File: src/pkg/pfs_pkg.sv
// pfs_pkg: register map, field codes and routing types for the pin function select block
package pfs_pkg;

    localparam int REG_COUNT = 11;
    localparam int DATA_W = 32;
    localparam int FIELD_W = 2;

    // register indices; byte address is four times the index
    localparam logic [3:0] IDX_PORT_A_HIGH_FUNCTION_SELECT = 4'h0;
    localparam logic [3:0] IDX_PORT_B_LOW_FUNCTION_SELECT = 4'h1;
    localparam logic [3:0] IDX_PORT_B_HIGH_FUNCTION_SELECT = 4'h2;
    localparam logic [3:0] IDX_PORT_C_LOW_FUNCTION_SELECT = 4'h3;
    localparam logic [3:0] IDX_PORT_C_HIGH_FUNCTION_SELECT = 4'h4;
    localparam logic [3:0] IDX_PORT_D_LOW_FUNCTION_SELECT = 4'h5;
    localparam logic [3:0] IDX_PORT_D_HIGH_FUNCTION_SELECT = 4'h6;
    localparam logic [3:0] IDX_PORT_E_LOW_FUNCTION_SELECT = 4'h7;
    localparam logic [3:0] IDX_PORT_E_HIGH_FUNCTION_SELECT = 4'h8;
    localparam logic [3:0] IDX_PORT_F_LOW_FUNCTION_SELECT = 4'h9;
    localparam logic [3:0] IDX_PORT_F_HIGH_FUNCTION_SELECT = 4'hA;

    typedef logic [REG_COUNT-1:0][7:0] pfs_regs_t;

    localparam logic [7:0] SEL_RESET = 8'h00;
    localparam logic [7:0] MASK_FULL = 8'hFF;
    localparam logic [7:0] MASK_PORT_B_HIGH = 8'hFC;
    localparam logic [7:0] MASK_LOW_NIBBLE = 8'h0F;

    // writable bits per register, highest index first
    localparam pfs_regs_t WRITE_MASK = {
        MASK_FULL, MASK_FULL, MASK_FULL, MASK_FULL, MASK_LOW_NIBBLE, MASK_FULL,
        MASK_LOW_NIBBLE, MASK_FULL, MASK_PORT_B_HIGH, MASK_FULL, MASK_FULL};

    // field lsb positions inside a register
    localparam int FLD_BIT0 = 0;
    localparam int FLD_BIT1 = 2;
    localparam int FLD_BIT2 = 4;
    localparam int FLD_BIT3 = 6;

    // field codes
    localparam logic [1:0] SEL_CODE_00 = 2'h0;
    localparam logic [1:0] SEL_CODE_01 = 2'h1;
    localparam logic [1:0] SEL_CODE_10 = 2'h2;
    localparam logic [1:0] SEL_CODE_11 = 2'h3;

    // segment numbering bases
    localparam int SEG_BASE_E = 28;
    localparam int SEG_BASE_F = 20;

    typedef struct packed {
        logic [44:0] lcd_seg_en;
        logic [3:0] lcd_com_en;
        logic [5:0] analog_en;
        logic vref_en;
        logic lcd_bias_node;
        logic opamp2_output;
        logic opamp2_inverting_in;
        logic serial_data_in_shared;
        logic serial_a_data_in_pa6;
        logic serial_a_data_in_pb3;
        logic serial_a_clock_pa5;
        logic serial_a_clock_pb2;
        logic serial_a_chip_select_pa4;
        logic serial_a_chip_select_pc4;
        logic serial_a_data_out;
        logic serial_chip_select;
        logic serial_data_out;
        logic uart_first_receive;
        logic uart_first_transmit;
        logic uart_second_receive;
        logic uart_second_transmit;
        logic oscillator_pin_one;
        logic periodic_timer2_out_pa4;
        logic periodic_timer2_out_pc2;
        logic periodic_timer1_out;
        logic standard_timer_out;
        logic standard_timer_inverted_out;
        logic overvoltage_protect_in_pb1;
        logic overvoltage_protect_in_pd5;
        logic [7:4] gpio_a;
        logic [7:0] gpio_b;
        logic [5:0] gpio_c;
        logic [5:0] gpio_d;
        logic [7:0] gpio_e;
        logic [7:0] gpio_f;
    } pfs_route_t;

endpackage

File: src/hw/pfs_mux.sv
// pfs_mux: APB register file and pad function routing decode
`timescale 1ns/100ps

// Overview of operation
// - PA7 field: 00 and 10 GPIO, 01 segment 42, 11 shared serial input.
// - PA6 field: 00 GPIO, 01 segment 43, 10 serial A input, 11 UART0 receive.
// - PA5 field: 00 GPIO, 01 serial A clock, 10 segment 44, 11 UART0 transmit.
// - PA4 field: 00 GPIO, 01 timer2 output, 10 serial A select, 11 oscillator.
// - PB3 field: 00 GPIO, 01 segment 38, 10 serial A input, 11 serial output.
// - PB2 field: 00 GPIO, 01 segment 39, 10 serial select, 11 serial A clock.
// - PB1 field: 00 GPIO, 01 segment 40, 10 inverted timer out, 11 overvoltage.
// - PB7..PB5 give GPIO except 11: bias node, opamp output, opamp inverting input.
// - two lowest bits of port B high register unimplemented, read zero.
// - PC3 gives GPIO except code 11 selecting analog channel 1.
// - PC2 field: 00 GPIO, 01 timer2 output, 10 reference, 11 analog 0.
// - PC0: 00/01 GPIO, 10 timer1 output, 11 analog channel 2.
// - PC5 field: 00 GPIO, 01 serial A output, 10 UART1 transmit, 11 analog 5.
// - PC4 field: 00 GPIO, 01 serial A select, 10 UART1 receive, 11 analog 4.
// - PD0..PD3: 00/01 GPIO, 10 segment n, 11 common n plus 4.
// - PD5: 00/01 GPIO, 10 overvoltage input, 11 segment 37.
// - PD4: 00/01 GPIO, 10 standard timer output, 11 segment 36.
// - port E bit k: 11 selects segment 28 plus k, else GPIO.
// - port F bit k: 11 selects segment 20 plus k, else GPIO.
// - upper nibbles of port C and D high registers read zero.
module pfs_mux #(
    parameter int ADDR_W = 12
) (
    input wire logic pclk,
    input wire logic presetn,
    input wire logic psel,
    input wire logic penable,
    input wire logic pwrite,
    input wire logic [ADDR_W-1:0] paddr,
    input wire logic [pfs_pkg::DATA_W-1:0] pwdata,
    input wire logic [3:0] pstrb,
    output logic [pfs_pkg::DATA_W-1:0] prdata,
    output logic pready,
    output logic pslverr,
    output pfs_pkg::pfs_route_t route
);

    pfs_pkg::pfs_regs_t sel_r;
    pfs_pkg::pfs_regs_t sel_nxt;
    pfs_pkg::pfs_route_t route_r;
    logic [pfs_pkg::DATA_W-1:0] prdata_r;
    logic pready_r;
    logic pslverr_r;
    logic [3:0] idx;
    logic hit;
    logic setup;
    logic access_done;
    logic wr_en;

    // field-to-route decode, shared by every register
    function automatic pfs_pkg::pfs_route_t pfs_decode(input pfs_pkg::pfs_regs_t r);
        pfs_pkg::pfs_route_t o;
        logic [1:0] porta_bit7_func_field;
        logic [1:0] porta_bit6_func_field;
        logic [1:0] porta_bit5_func_field;
        logic [1:0] porta_bit4_func_field;
        logic [1:0] portb_bit3_func_field;
        logic [1:0] portb_bit2_func_field;
        logic [1:0] portb_bit1_func_field;
        logic [1:0] portc_bit3_func_field;
        logic [1:0] portc_bit2_func_field;
        logic [1:0] portc_bit1_func_field;
        logic [1:0] portc_bit0_func_field;
        logic [1:0] portc_bit5_func_field;
        logic [1:0] portc_bit4_func_field;
        logic [1:0] portd_bit5_func_field;
        logic [1:0] portd_bit4_func_field;
        logic [1:0] f;
        o = '0;
        o.gpio_a = '1;
        o.gpio_b = '1;
        o.gpio_c = '1;
        o.gpio_d = '1;
        o.gpio_e = '1;
        o.gpio_f = '1;
        porta_bit7_func_field = r[pfs_pkg::IDX_PORT_A_HIGH_FUNCTION_SELECT][pfs_pkg::FLD_BIT3 +: 2];
        porta_bit6_func_field = r[pfs_pkg::IDX_PORT_A_HIGH_FUNCTION_SELECT][pfs_pkg::FLD_BIT2 +: 2];
        porta_bit5_func_field = r[pfs_pkg::IDX_PORT_A_HIGH_FUNCTION_SELECT][pfs_pkg::FLD_BIT1 +: 2];
        porta_bit4_func_field = r[pfs_pkg::IDX_PORT_A_HIGH_FUNCTION_SELECT][pfs_pkg::FLD_BIT0 +: 2];
        portb_bit3_func_field = r[pfs_pkg::IDX_PORT_B_LOW_FUNCTION_SELECT][pfs_pkg::FLD_BIT3 +: 2];
        portb_bit2_func_field = r[pfs_pkg::IDX_PORT_B_LOW_FUNCTION_SELECT][pfs_pkg::FLD_BIT2 +: 2];
        portb_bit1_func_field = r[pfs_pkg::IDX_PORT_B_LOW_FUNCTION_SELECT][pfs_pkg::FLD_BIT1 +: 2];
        portc_bit3_func_field = r[pfs_pkg::IDX_PORT_C_LOW_FUNCTION_SELECT][pfs_pkg::FLD_BIT3 +: 2];
        portc_bit2_func_field = r[pfs_pkg::IDX_PORT_C_LOW_FUNCTION_SELECT][pfs_pkg::FLD_BIT2 +: 2];
        portc_bit1_func_field = r[pfs_pkg::IDX_PORT_C_LOW_FUNCTION_SELECT][pfs_pkg::FLD_BIT1 +: 2];
        portc_bit0_func_field = r[pfs_pkg::IDX_PORT_C_LOW_FUNCTION_SELECT][pfs_pkg::FLD_BIT0 +: 2];
        portc_bit5_func_field = r[pfs_pkg::IDX_PORT_C_HIGH_FUNCTION_SELECT][pfs_pkg::FLD_BIT1 +: 2];
        portc_bit4_func_field = r[pfs_pkg::IDX_PORT_C_HIGH_FUNCTION_SELECT][pfs_pkg::FLD_BIT0 +: 2];
        portd_bit5_func_field = r[pfs_pkg::IDX_PORT_D_HIGH_FUNCTION_SELECT][pfs_pkg::FLD_BIT1 +: 2];
        portd_bit4_func_field = r[pfs_pkg::IDX_PORT_D_HIGH_FUNCTION_SELECT][pfs_pkg::FLD_BIT0 +: 2];

        // port A high half; code 10 on PA7 stays general I/O
        o.lcd_seg_en[42] = porta_bit7_func_field == pfs_pkg::SEL_CODE_01;
        o.serial_data_in_shared = porta_bit7_func_field == pfs_pkg::SEL_CODE_11;
        o.gpio_a[7] = !(o.lcd_seg_en[42] || o.serial_data_in_shared);
        o.lcd_seg_en[43] = porta_bit6_func_field == pfs_pkg::SEL_CODE_01;
        o.serial_a_data_in_pa6 = porta_bit6_func_field == pfs_pkg::SEL_CODE_10;
        o.uart_first_receive = porta_bit6_func_field == pfs_pkg::SEL_CODE_11;
        o.gpio_a[6] = porta_bit6_func_field == pfs_pkg::SEL_CODE_00;
        o.serial_a_clock_pa5 = porta_bit5_func_field == pfs_pkg::SEL_CODE_01;
        o.lcd_seg_en[44] = porta_bit5_func_field == pfs_pkg::SEL_CODE_10;
        o.uart_first_transmit = porta_bit5_func_field == pfs_pkg::SEL_CODE_11;
        o.gpio_a[5] = porta_bit5_func_field == pfs_pkg::SEL_CODE_00;
        o.periodic_timer2_out_pa4 = porta_bit4_func_field == pfs_pkg::SEL_CODE_01;
        o.serial_a_chip_select_pa4 = porta_bit4_func_field == pfs_pkg::SEL_CODE_10;
        o.oscillator_pin_one = porta_bit4_func_field == pfs_pkg::SEL_CODE_11;
        o.gpio_a[4] = porta_bit4_func_field == pfs_pkg::SEL_CODE_00;

        // port B; PB0 and PB4 have no alternate function and stay I/O
        o.lcd_seg_en[38] = portb_bit3_func_field == pfs_pkg::SEL_CODE_01;
        o.serial_a_data_in_pb3 = portb_bit3_func_field == pfs_pkg::SEL_CODE_10;
        o.serial_data_out = portb_bit3_func_field == pfs_pkg::SEL_CODE_11;
        o.gpio_b[3] = portb_bit3_func_field == pfs_pkg::SEL_CODE_00;
        o.lcd_seg_en[39] = portb_bit2_func_field == pfs_pkg::SEL_CODE_01;
        o.serial_chip_select = portb_bit2_func_field == pfs_pkg::SEL_CODE_10;
        o.serial_a_clock_pb2 = portb_bit2_func_field == pfs_pkg::SEL_CODE_11;
        o.gpio_b[2] = portb_bit2_func_field == pfs_pkg::SEL_CODE_00;
        o.lcd_seg_en[40] = portb_bit1_func_field == pfs_pkg::SEL_CODE_01;
        o.standard_timer_inverted_out = portb_bit1_func_field == pfs_pkg::SEL_CODE_10;
        o.overvoltage_protect_in_pb1 = portb_bit1_func_field == pfs_pkg::SEL_CODE_11;
        o.gpio_b[1] = portb_bit1_func_field == pfs_pkg::SEL_CODE_00;
        f = r[pfs_pkg::IDX_PORT_B_HIGH_FUNCTION_SELECT][pfs_pkg::FLD_BIT3 +: 2];
        o.lcd_bias_node = f == pfs_pkg::SEL_CODE_11;
        o.gpio_b[7] = !o.lcd_bias_node;
        f = r[pfs_pkg::IDX_PORT_B_HIGH_FUNCTION_SELECT][pfs_pkg::FLD_BIT2 +: 2];
        o.opamp2_output = f == pfs_pkg::SEL_CODE_11;
        o.gpio_b[6] = !o.opamp2_output;
        f = r[pfs_pkg::IDX_PORT_B_HIGH_FUNCTION_SELECT][pfs_pkg::FLD_BIT1 +: 2];
        o.opamp2_inverting_in = f == pfs_pkg::SEL_CODE_11;
        o.gpio_b[5] = !o.opamp2_inverting_in;

        // port C
        o.analog_en[1] = portc_bit3_func_field == pfs_pkg::SEL_CODE_11;
        o.gpio_c[3] = !o.analog_en[1];
        o.periodic_timer2_out_pc2 = portc_bit2_func_field == pfs_pkg::SEL_CODE_01;
        o.vref_en = portc_bit2_func_field == pfs_pkg::SEL_CODE_10;
        o.analog_en[0] = portc_bit2_func_field == pfs_pkg::SEL_CODE_11;
        o.gpio_c[2] = portc_bit2_func_field == pfs_pkg::SEL_CODE_00;
        o.analog_en[3] = portc_bit1_func_field == pfs_pkg::SEL_CODE_11;
        o.gpio_c[1] = !o.analog_en[3];
        o.periodic_timer1_out = portc_bit0_func_field == pfs_pkg::SEL_CODE_10;
        o.analog_en[2] = portc_bit0_func_field == pfs_pkg::SEL_CODE_11;
        o.gpio_c[0] = !portc_bit0_func_field[1];
        o.serial_a_data_out = portc_bit5_func_field == pfs_pkg::SEL_CODE_01;
        o.uart_second_transmit = portc_bit5_func_field == pfs_pkg::SEL_CODE_10;
        o.analog_en[5] = portc_bit5_func_field == pfs_pkg::SEL_CODE_11;
        o.gpio_c[5] = portc_bit5_func_field == pfs_pkg::SEL_CODE_00;
        o.serial_a_chip_select_pc4 = portc_bit4_func_field == pfs_pkg::SEL_CODE_01;
        o.uart_second_receive = portc_bit4_func_field == pfs_pkg::SEL_CODE_10;
        o.analog_en[4] = portc_bit4_func_field == pfs_pkg::SEL_CODE_11;
        o.gpio_c[4] = portc_bit4_func_field == pfs_pkg::SEL_CODE_00;

        // port D low: segment n or common n+4
        for (int k = 0; k < 4; k++) begin
            f = r[pfs_pkg::IDX_PORT_D_LOW_FUNCTION_SELECT][2*k +: 2];
            o.lcd_seg_en[k] = f == pfs_pkg::SEL_CODE_10;
            o.lcd_com_en[k] = f == pfs_pkg::SEL_CODE_11;
            o.gpio_d[k] = !f[1];
        end
        o.overvoltage_protect_in_pd5 = portd_bit5_func_field == pfs_pkg::SEL_CODE_10;
        o.lcd_seg_en[37] = portd_bit5_func_field == pfs_pkg::SEL_CODE_11;
        o.gpio_d[5] = !portd_bit5_func_field[1];
        o.standard_timer_out = portd_bit4_func_field == pfs_pkg::SEL_CODE_10;
        o.lcd_seg_en[36] = portd_bit4_func_field == pfs_pkg::SEL_CODE_11;
        o.gpio_d[4] = !portd_bit4_func_field[1];

        // ports E and F: each low/high register pair covers bits 0..7
        for (int k = 0; k < 8; k++) begin
            f = r[pfs_pkg::IDX_PORT_E_LOW_FUNCTION_SELECT + k/4][2*(k%4) +: 2];
            o.lcd_seg_en[pfs_pkg::SEG_BASE_E + k] = f == pfs_pkg::SEL_CODE_11;
            o.gpio_e[k] = f != pfs_pkg::SEL_CODE_11;
            f = r[pfs_pkg::IDX_PORT_F_LOW_FUNCTION_SELECT + k/4][2*(k%4) +: 2];
            o.lcd_seg_en[pfs_pkg::SEG_BASE_F + k] = f == pfs_pkg::SEL_CODE_11;
            o.gpio_f[k] = f != pfs_pkg::SEL_CODE_11;
        end
        return o;
    endfunction

    // apb decode
    assign idx = paddr[5:2];
    assign hit = (paddr[1:0] == 2'h0) && (paddr[ADDR_W-1:6] == '0)
        && (idx < 4'(pfs_pkg::REG_COUNT));
    assign setup = psel && !penable;
    assign access_done = psel && penable && pready_r;
    assign wr_en = access_done && pwrite && hit && pstrb[0];

    always_comb begin
        sel_nxt = sel_r;
        if (wr_en) begin
            // unimplemented bits never store
            sel_nxt[idx] = pwdata[7:0] & pfs_pkg::WRITE_MASK[idx];
        end
    end

    // one wait-free access phase: ready follows setup
    always_ff @(posedge pclk or negedge presetn) begin
        if (!presetn) begin
            pready_r <= 1'b0;
            pslverr_r <= 1'b0;
        end else begin
            pready_r <= setup;
            pslverr_r <= setup && !hit;
        end
    end

    always_ff @(posedge pclk or negedge presetn) begin
        if (!presetn) begin
            prdata_r <= '0;
        end else if (setup && !pwrite && hit) begin
            prdata_r <= {24'h000000, sel_r[idx]};
        end else if (setup) begin
            prdata_r <= '0;
        end
    end

    always_ff @(posedge pclk or negedge presetn) begin
        if (!presetn) begin
            sel_r <= {pfs_pkg::REG_COUNT{pfs_pkg::SEL_RESET}};
        end else begin
            sel_r <= sel_nxt;
        end
    end

    // routing built from next value, so it moves with the register
    always_ff @(posedge pclk or negedge presetn) begin
        if (!presetn) begin
            // every alternate off, every pad general I/O
            route_r <= pfs_pkg::pfs_route_t'{gpio_a: '1, gpio_b: '1, gpio_c: '1, gpio_d: '1,
                gpio_e: '1, gpio_f: '1, default: '0};
        end else begin
            route_r <= pfs_decode(sel_nxt);
        end
    end

    assign prdata = prdata_r;
    assign pready = pready_r;
    assign pslverr = pslverr_r;
    assign route = route_r;
endmodule

File: config.mk
export PLATFORM = sky130hd
export DESIGN_NAME = pfs_mux
export DESIGN_NICKNAME = d
export VERILOG_FILES = /design/src/pkg/pfs_pkg.sv /design/src/hw/pfs_mux.sv
export SDC_FILE = /design/constraint.sdc
export NUM_CORES = 1
export LEC_CHECK = 0
export ABC_AREA = 1
export ABC_CLOCK_PERIOD_IN_PS = 1600
export BUFFER_PORTS_ARGS = -buffer_cell sky130_fd_sc_hd__buf_2
export CAP_MARGIN = 20
export CORE_ASPECT_RATIO = 0.7
export CORE_MARGIN = 2
export CORE_UTILIZATION = 35
export DETAILED_ROUTE_END_ITERATION = 12
export GPL_TIMING_DRIVEN = 0
export SKIP_CTS_REPAIR_TIMING = 1
export SYNTH_ARGS = -nofsm -noshare
export SYNTH_HDL_FRONTEND = slang
export SYNTH_SLANG_ARGS = --single-unit
File: constraint.sdc
create_clock -name pclk -period 1.6 [get_ports pclk]
set_input_delay 0.32 -clock pclk [delete_from_list [all_inputs] [get_ports pclk]]
set_output_delay 0.32 -clock pclk [all_outputs]
set_load 0.02 [all_outputs]
==> run summary, run 1 <==
Grt met2 use -> 29.2%
Busiest grt layer -> met1
Crit path max fanout -> 6
Max-cap violations -> 0
ANT cells -> 0
Run status -> finished, violations left
Pwr Density -> 852 nW/um2
Share of cells above drive strength 1 -> 34.5%
Leakage power -> 6.16 nW
P&R area growth vs syn -> 32.3%
Slew margin rel. -> 27.2%
Drt drc -> 0
Ys Warns -> 0
Vias after detailed routing -> 7905
CTS Buffer Depth -> 2
Core Footprint -> 25600 um2
Number of clock sinks -> 200
Seq cells post-synth -> 200
Congestion Overflow GR -> 0
Worst Skew -> 0.0110 ns
H-tree levels -> 4
Chip Width -> 197 um
Final setup viols -> 36
Rows -> 49
Fmax -> 603 MHz
Io pins -> 208
Vert. Die Dim -> 139 um
Number of global-route vias before repair -> 7164
Slew Limit Fails -> 0
Mapped Cells -> 1110
Root Driver -> clkbuf_16
DR pass1 iterations -> 5
Synth Area in Compound Gates -> 5.77%
CTS buffer count -> 17
Final nets -> 1396
Post-synthesis simple-gate area fraction -> 27.2%
Main combinational cell family by area after synthesis -> simple AND/OR/NAND/NOR gates
ANT nets after route -> 0
CTS tree -> built
Post-Synth XOR/XNOR Area -> 0%
Hold crit path type -> in -> async
Worst Path Required -> 1.98 ns
Wire length per cell -> 16.8 um
Initial Util -> 35.5%
Synthesized cell area -> 9090 um2
Seq/Total Area, Yosys -> 55.6%
I/O Buffers -> 135
Failing checks -> negative hold slack, negative setup slack
Antenna violations before repair -> 2
Final non-filler cell total -> 1687
Post-DP HPWL -> 19.5 mm
Period utilisation layout -> 104%
Pin count of the biggest net entering global routing -> 110
Mux cell area share after synthesis -> 0%
Unrepaired setup endpoints after global routing -> true
Clk slew on worst S/H paths -> 0.07 ns
Routed wire length -> 28.4 mm
Via density per instance -> 4.69
Avg Inst Size Synth -> 8.19 um2
Worst slew pin tran -> 1.09 ns
Crit end category -> register
Critical path type -> reg -> reg
Tot Pwr -> 10.2 mW
Routing usage on met1 -> 30.3%
Placed cells -> 1618
Post-synthesis cell type count -> 27
Nature of the critical path startpoint -> register
Total GRT Usage -> 20.1%
First DRT Iteration DRCs -> 715
Post-synthesis adder-cell area fraction -> 0%
Die ar. -> 27300 um2
First-pass GRT wire length -> 41.2 mm
Worst path arrival time -> 2.04 ns
Peak VDD IR -> 0.634 mV
Setup ws final -> -0.0578 ns
Clk Latency, worst-skew pair -> 0.45 ns
Hold Fails Final Rpt -> 76
Gp weighted congestion -> 0.892
Worst hold slack -> -0.138 ns
Minimum clock period -> 1.66 ns
Met3 Use GR -> 4.84%
[critical path, cell delays in order, from the launching register on]
cell	delay (ns)
dfrtp_1	0.36
nand3_2	0.09
nor2_4	0.14
buf_12	0.14
clkbuf_16	0.16
nand4_1	0.11
buf_6	0.17
buf_8	0.14
nand2_4	0.06
o21ai_4	0.07
nor2_2	0.13
[per-stage QoR]
stage                     hold WS (ns)  TNS (ns)  setup slack [ns]  utilization (%)  instance area [um2]
final                           -0.138    -0.976           -0.0578             46.9                12000
after global routing           -0.0770     -7.63            -0.134             46.9                12000
after CTS                      -0.0933    -18.12            -0.275             42.9                11000
after detailed placement         0.378    -59.19            -0.561             40.5                10400
after global placement           0.449   -636.27             -3.15             40.3                10300
after floorplan                 0.0244         0            0.0248                -                 9250
[Yosys cell counts]
cell,number,area [um2]
a21oi_1,5,25.0
and3_1,1,6.26
buf_2,22,110
buf_4,48,360
buf_6,4,45.0
buf_8,1,15.0
clkbuf_1,10,37.5
clkinv_1,1,3.75
conb_1,2,7.51
dfrtp_1,162,4050
dfstp_2,38,998
inv_1,116,435
inv_2,5,18.8
inv_4,1,6.26
nand2_1,356,1340
nand2_2,6,37.5
nand2_4,2,22.5
nand3_1,29,145
nand4_1,11,68.8
nand4_2,5,62.6
nand4_4,4,85.1
nor2_1,173,649
nor2_2,8,50.1
nor2_4,1,11.3
o21ai_0,45,225
o21ai_1,53,265
o21ai_2,1,8.76
[worst paths after layout]
path	start	to	slack [ns]	depth (start not counted)
min in group pclk	penable	pready$_DFF_PN0_	0.08	2
setup / recovery	pready$_DFF_PN0_	route[29]$_DFF_PN1_	-0.06	10
max in group asynchronous	presetn	route[12]$_DFF_PN1_	0.78	2
hold / removal	presetn	route[41]$_DFF_PN0_	-0.14	1
hold reg to reg	register	register	0.47	2
setup reg to reg	pready$_DFF_PN0_	route[29]$_DFF_PN1_	-0.06	10
[cells by family (layout without fill, tap and decap cells)]
logic type             count (synthesis)  count (layout)
buffers and inverters                208             411
AO/OA/AOI/OAI                        104             104
other                                  2              43
flip-flops                           200             200
AND/OR/NAND/NOR                      596             598
[cells in the final DEF (no fill, tap or decap), types with 5 or more instances in the layout]
cell type	count
dfrtp_1	162
inv_1	112
buf_6	29
o21ai_0	16
nand2_1	310
clkbuf_16	19
nand3_1	27
buf_4	65
o21ai_4	7
nand2_2	45
nor2_1	145
inv_2	6
clkbuf_4	5
clkinvlp_4	5
a21oi_1	5
buf_12	5
o21ai_1	48
nand4_1	11
nand4_4	8
nor2_4	10
clkbuf_1	8
o21ai_2	28
nand2_4	9
conb_1	43
buf_2	137
dfstp_2	38
nor2_2	27
[where the power goes]
part / internal (mW) / switching (mW)
Clock: 2.31 / 2.11
Combinational: 0.197 / 0.569
Sequential: 5.06 / 0.00158
[per-layer routing]
layer | up-vias | share of wire (%) | wire length (um)
met5 | - | 0.088 | 25
met4 | 4 | 1.4 | 385
met3 | 39 | 8.8 | 2490
met2 | 301 | 44 | 12400
met1 | 3782 | 46 | 13100
li1 | 3779 | - | -
[cell type report]
class                      count  area [um2]
clock buffer                  19         453
buffer                        84         709
fill                        2517       13600
inverter                     123         479
tap                          331         414
multi-input combinational    745        3680
clock inverter                13         161
sequential                   200        5050
timing repair buffer         172        1090
No activity file was read; power rests on OpenSTA's default activity.
==> run 2, diff against run 1 <==
Settings changed: GPL_ROUTABILITY_DRIVEN set to 0, GPL_TIMING_DRIVEN 0 to 1.
==> run 2 against run 1 <==
Net effect: the flow finishes with violations (negative setup slack); critical path depth is 2 lower; design area is 0.28% lower; first-iteration DRC count is 31% lower; die area stayed put; worst hold slack better by 0.20 ns; routed wire length is 5.8% lower; sequential power hardly changed; clock skew is 0.00065 ns lower; power is 0.90% lower; sequential cell count stayed put; global-route usage is 0.69 points lower; via count is 2.0% lower.
==> run summary, run 2 (synthesized netlist as in run 1, its figures left out) <==
Run status -> finished, violations left
Failing checks -> negative setup slack
Number of global-route vias before repair -> 7021
Rows -> 49
CP delay by family, top -> simple AND/OR/NAND/NOR gates
FF-to-FF End -> route[110]$_DFF_PN0_
Commonest cells after routing, fill and taps aside -> nand2_1, dfrtp_1, nor2_1
CTS Buffer Depth -> 2
Sw Ratio -> 25.1%
Io pins -> 208
Crit path max fanout -> 7
Antenna violations before repair -> 2
Post-DP HPWL -> 19.7 mm
Worst Hold Launch -> penable
DR pass1 iterations -> 7
Cell Int Power -> 7.61 mW
R2R cell count -> 8
ANT nets after route -> 0
Max-cap violations -> 0
Routed wire length -> 26.7 mm
Final setup viols -> 1
Unrepaired setup endpoints after global routing -> true
Setup ws final -> -0.0189 ns
Congestion Overflow GR -> 0
Vert. Die Dim -> 139 um
Nature of the critical path startpoint -> register
CP Cell Sequence -> nand3_2 -> nor2_4 -> buf_8 -> nand4_4 -> buf_12 -> nand2_2 -> o21ai_2 -> nor2_2
Critical path type -> reg -> reg
Final Cell Area -> 12000 um2
Worst Skew -> 0.0103 ns
Worst Path Required -> 1.95 ns
Switching Power -> 2.55 mW
Initial Util -> 35.5%
Hold crit path type -> in -> reg
Period utilisation layout -> 101%
Reg-to-Reg Start -> pready$_DFF_PN0_
CTS tree -> built
I/O Buffers -> 137
Core Footprint -> 25600 um2
Slew Limit Fails -> 0
ANT cells -> 0
Pwr Density -> 846 nW/um2
Placed cells -> 1651
Vias after detailed routing -> 7749
Die ar. -> 27300 um2
Wire length per cell -> 15.8 um
Worst Hold Endpoint -> pready$_DFF_PN0_
Hold Fails Final Rpt -> 0
Via density per instance -> 4.58
Drt drc -> 0
Worst path bufs/invs -> 2
Combinational power share -> 7.9%
Final non-filler cell total -> 1692
Minimum clock period -> 1.62 ns
Seq pwr share -> 49.9%
Fmax -> 618 MHz
Total GRT Usage -> 19.4%
Area after DPL -> 10900 um2
Clk slew on worst S/H paths -> 0.07 ns
Crit end category -> register
First DRT Iteration DRCs -> 493
CTS buffer count -> 17
First-pass GRT wire length -> 39.8 mm
Commonest non-fill, non-tap cell in the layout -> nand2_1
Share of cells above drive strength 1 -> 32.8%
Clk pwr share -> 42.2%
Number of clock sinks -> 200
Pin count of the biggest net entering global routing -> 41
Slowest stage delay, CP -> 0.36 ns
Final nets -> 1401
Min-Delay Path Depth -> 2
Leakage power -> 6.29 nW
Clk Latency, worst-skew pair -> 0.44 ns
Flop2flop setup slack -> -0.02 ns
H-tree levels -> 4
Root Driver -> clkbuf_16
P&R area growth vs syn -> 32.0%
Chip Width -> 197 um
Slowest CP cell -> dfrtp_1
Peak VDD IR -> 0.682 mV
Worst path arrival time -> 1.97 ns
run 2: per-layer routing:
layer  global-route usage, %  wire, um  vias to the layer above
met2                    27.8     11400                      255
li1                        -         -                     3791
met3                    4.28      1900                       39
met4                    5.18       480                        4
met5                       0        24                        -
met1                    29.6     12900                     3660
run 2: power by group through the flow:
stage	Sequential, mW	Combinational [mW]	Clock [mW]
floorplan	5.16	0.397	0
global placement	5.16	0.779	0
detailed placement	5.16	0.784	0
CTS	5.06	0.786	4.36
global route	5.06	0.871	4.60
finish	5.06	0.803	4.29
run 2: per-stage QoR:
step / setup slack [ns] / power (mW) / util, % / setup TNS (ns) / hold WS [ns]
after floorplan: 0.0248 / 5.56 / - / 0 / 0.0244
after global placement: -0.186 / 5.94 / 42.5 / -12.65 / 0.274
after detailed placement: -0.198 / 5.94 / 42.5 / -16.25 / 0.275
after CTS: -0.101 / 10.2 / 44.8 / -1.71 / -0.202
after global routing: -0.0642 / 10.5 / 46.8 / -0.698 / 0.0587
final: -0.0189 / 10.2 / 46.8 / -0.0189 / 0.0620
run 2: area by class of cell:
class	instances	area [um2]
clock buffer	22	474
clock inverter	10	106
fill	2523	13600
inverter	123	464
multi-input combinational	743	3480
sequential	200	5050
tap	331	414
timing repair buffer	263	2010
run 2: worst max path at each step:
| stage | start | to | slack, ns | cells after the start |
|---|---|---|---|---|
| after floorplan | pready$_DFF_PN0_ | route[51]$_DFF_PN0_ | 0.02 | 7 |
| after CTS | pready$_DFF_PN0_ | route[110]$_DFF_PN0_ | -0.10 | 8 |
| after global routing | pready$_DFF_PN0_ | route[6]$_DFF_PN1_ | -0.06 | 7 |
| after detailed placement | paddr[1] | route[61]$_DFF_PN0_ | -0.20 | 11 |
| final | pready$_DFF_PN0_ | route[110]$_DFF_PN0_ | -0.02 | 8 |
| after global placement | paddr[9] | route[61]$_DFF_PN0_ | -0.19 | 11 |
==> run 3, diff against run 2 <==
Settings changed: ABC_CLOCK_PERIOD_IN_PS 1600 to 1400, PLACE_DENSITY_LB_ADDON set to 0.1.
Clock period 1.6 ns to 1.4 ns, I/O delays scaled along.
==> run 3 against run 2 <==
Net effect: sequential power increased by 14%; design area increased by 2.1%; cell count decreased by 0.35%; core utilization increased by 0.96 points; power increased by 16%; clock skew about the same; highest routed layer unchanged; largest cell class unchanged; the flow finishes with violations (negative hold slack, negative setup slack); die area unchanged; clock power increased by 17%.
==> run summary, run 3 (synthesized netlist as in run 1, its figures left out) <==
Run status -> finished, violations left
Failing checks -> negative hold slack, negative setup slack
Worst path arrival time -> 1.94 ns
Share of cells above drive strength 1 -> 35.6%
Clk slew on worst S/H paths -> 0.08 ns
Met3 Use GR -> 5.06%
Slowest CP cell -> dfrtp_2
Antenna violations before repair -> 2
Total GRT Usage -> 21.4%
Crit end category -> register
Slowest stage delay, CP -> 0.37 ns
Chip Width -> 197 um
First-pass GRT wire length -> 43.2 mm
Clk Latency, worst-skew pair -> 0.45 ns
Drt drc -> 0
Vert. Die Dim -> 139 um
Peak VDD IR -> 0.897 mV
Fmax -> 638 MHz
Final setup viols -> 196
Worst Skew -> 0.0105 ns
ANT cells -> 0
Rows -> 49
Number of clock sinks -> 200
Die ar. -> 27300 um2
CTS tree -> built
Slew Limit Fails -> 0
Commonest cells after routing, fill and taps aside -> nand2_1, dfrtp_1, nor2_1
Vias after detailed routing -> 7782
I/O Buffers -> 137
Critical path type -> reg -> reg
Setup ws final -> -0.167 ns
Core Footprint -> 25600 um2
Routed wire length -> 29.6 mm
Max-cap violations -> 0
Nature of the critical path startpoint -> register
Pwr Density -> 960 nW/um2
Unrepaired setup endpoints after global routing -> true
Post-DP HPWL -> 21.7 mm
CTS buffer count -> 17
P&R area growth vs syn -> 34.7%
Setup TNS Final -> -12.93 ns
Grt met2 use -> 29.2%
Period utilisation layout -> 112%
Leakage power -> 6.32 nW
Routing usage on met1 -> 33.4%
Busiest grt layer -> met1
Initial Util -> 35.5%
Minimum clock period -> 1.57 ns
Commonest non-fill, non-tap cell in the layout -> nand2_1
First DRT Iteration DRCs -> 565
Worst Path Required -> 1.77 ns
Pin count of the biggest net entering global routing -> 39
Reg-to-Reg Start -> pready$_DFF_PN0_
Worst Hold Launch -> penable
Hold crit path type -> in -> reg
DR pass1 iterations -> 7
CP Cell Sequence -> nand3_2 -> nor2_4 -> buf_12 -> buf_8 -> nand4_4 -> buf_6 -> o21ai_2 -> nand2_1
Wire length per cell -> 17.6 um
H-tree levels -> 4
Finished Core Util -> 47.8%
CP delay by family, top -> simple AND/OR/NAND/NOR gates
Via density per instance -> 4.62
Worst path bufs/invs -> 3
Worst hold slack -> -0.00107 ns
Crit path from -> pready$_DFF_PN0_
Congestion Overflow GR -> 0
Root Driver -> clkbuf_16
Hold Fails Final Rpt -> 1
Number of global-route vias before repair -> 7099
ANT nets after route -> 0
Io pins -> 208
Crit path max fanout -> 11
CTS Buffer Depth -> 2
Final nets -> 1395
run 3: path summary, 6_finish.rpt:
| path | endpoint | slack, ns | cells past startpoint |
|---|---|---|---|
| min in group asynchronous | route[71]$_DFF_PN0_ | 0.34 | 2 |
| max in group asynchronous | route[33]$_DFF_PN1_ | 0.44 | 3 |
| min | pready$_DFF_PN0_ | -0.001 | 2 |
| max reg2reg | route[5]$_DFF_PN1_ | -0.17 | 8 |
| min reg2reg | register | 0.48 | 2 |
| max | route[5]$_DFF_PN1_ | -0.17 | 8 |
run 3: layout make-up:
cell class	count	area, um2
Clock buffer	17	425
Clock inverter	15	156
Fill cell	2521	13400
Inverter	123	464
Multi-Input combinational cell	744	3710
Sequential cell	200	5050
Tap cell	331	414
Timing Repair Buffer	256	2020
run 3: through the flow:
stage	cell area (um2)	power, mW	worst slack, ns	instances
after CTS	11500	11.9	-0.232	1675
after floorplan	9380	6.36	-0.0651	1151
after global placement	10900	6.83	-0.344	1643
after detailed placement	10900	6.83	-0.367	1643
final	12200	11.8	-0.167	1686
after global routing	12200	12.1	-0.274	1686
run 3: worst reg2reg max path, delay by kind of cell (launching register included):
family	cells	cell delay, ns
AND/OR/NAND/NOR	4	0.51
AO/OA/AOI/OAI	1	0.14
flip-flops	1	0.37
buffers and inverters	3	0.48
run 3: metal layers:
metal	wire length, um	vias up	part of all wire [%]
met5	23	-	0.078
met3	1750	33	5.9
met2	12100	196	41
met1	15300	3763	52
met4	492	4	1.7
li1	-	3786	-
run 3: report_power, final:
group	internal, mW	total [mW]	switching (mW)	leakage [nW]
Combinational	0.277	0.969	0.693	3.46
Sequential	5.78	5.78	0.00185	2.58
Clock	2.53	5.00	2.47	0.286
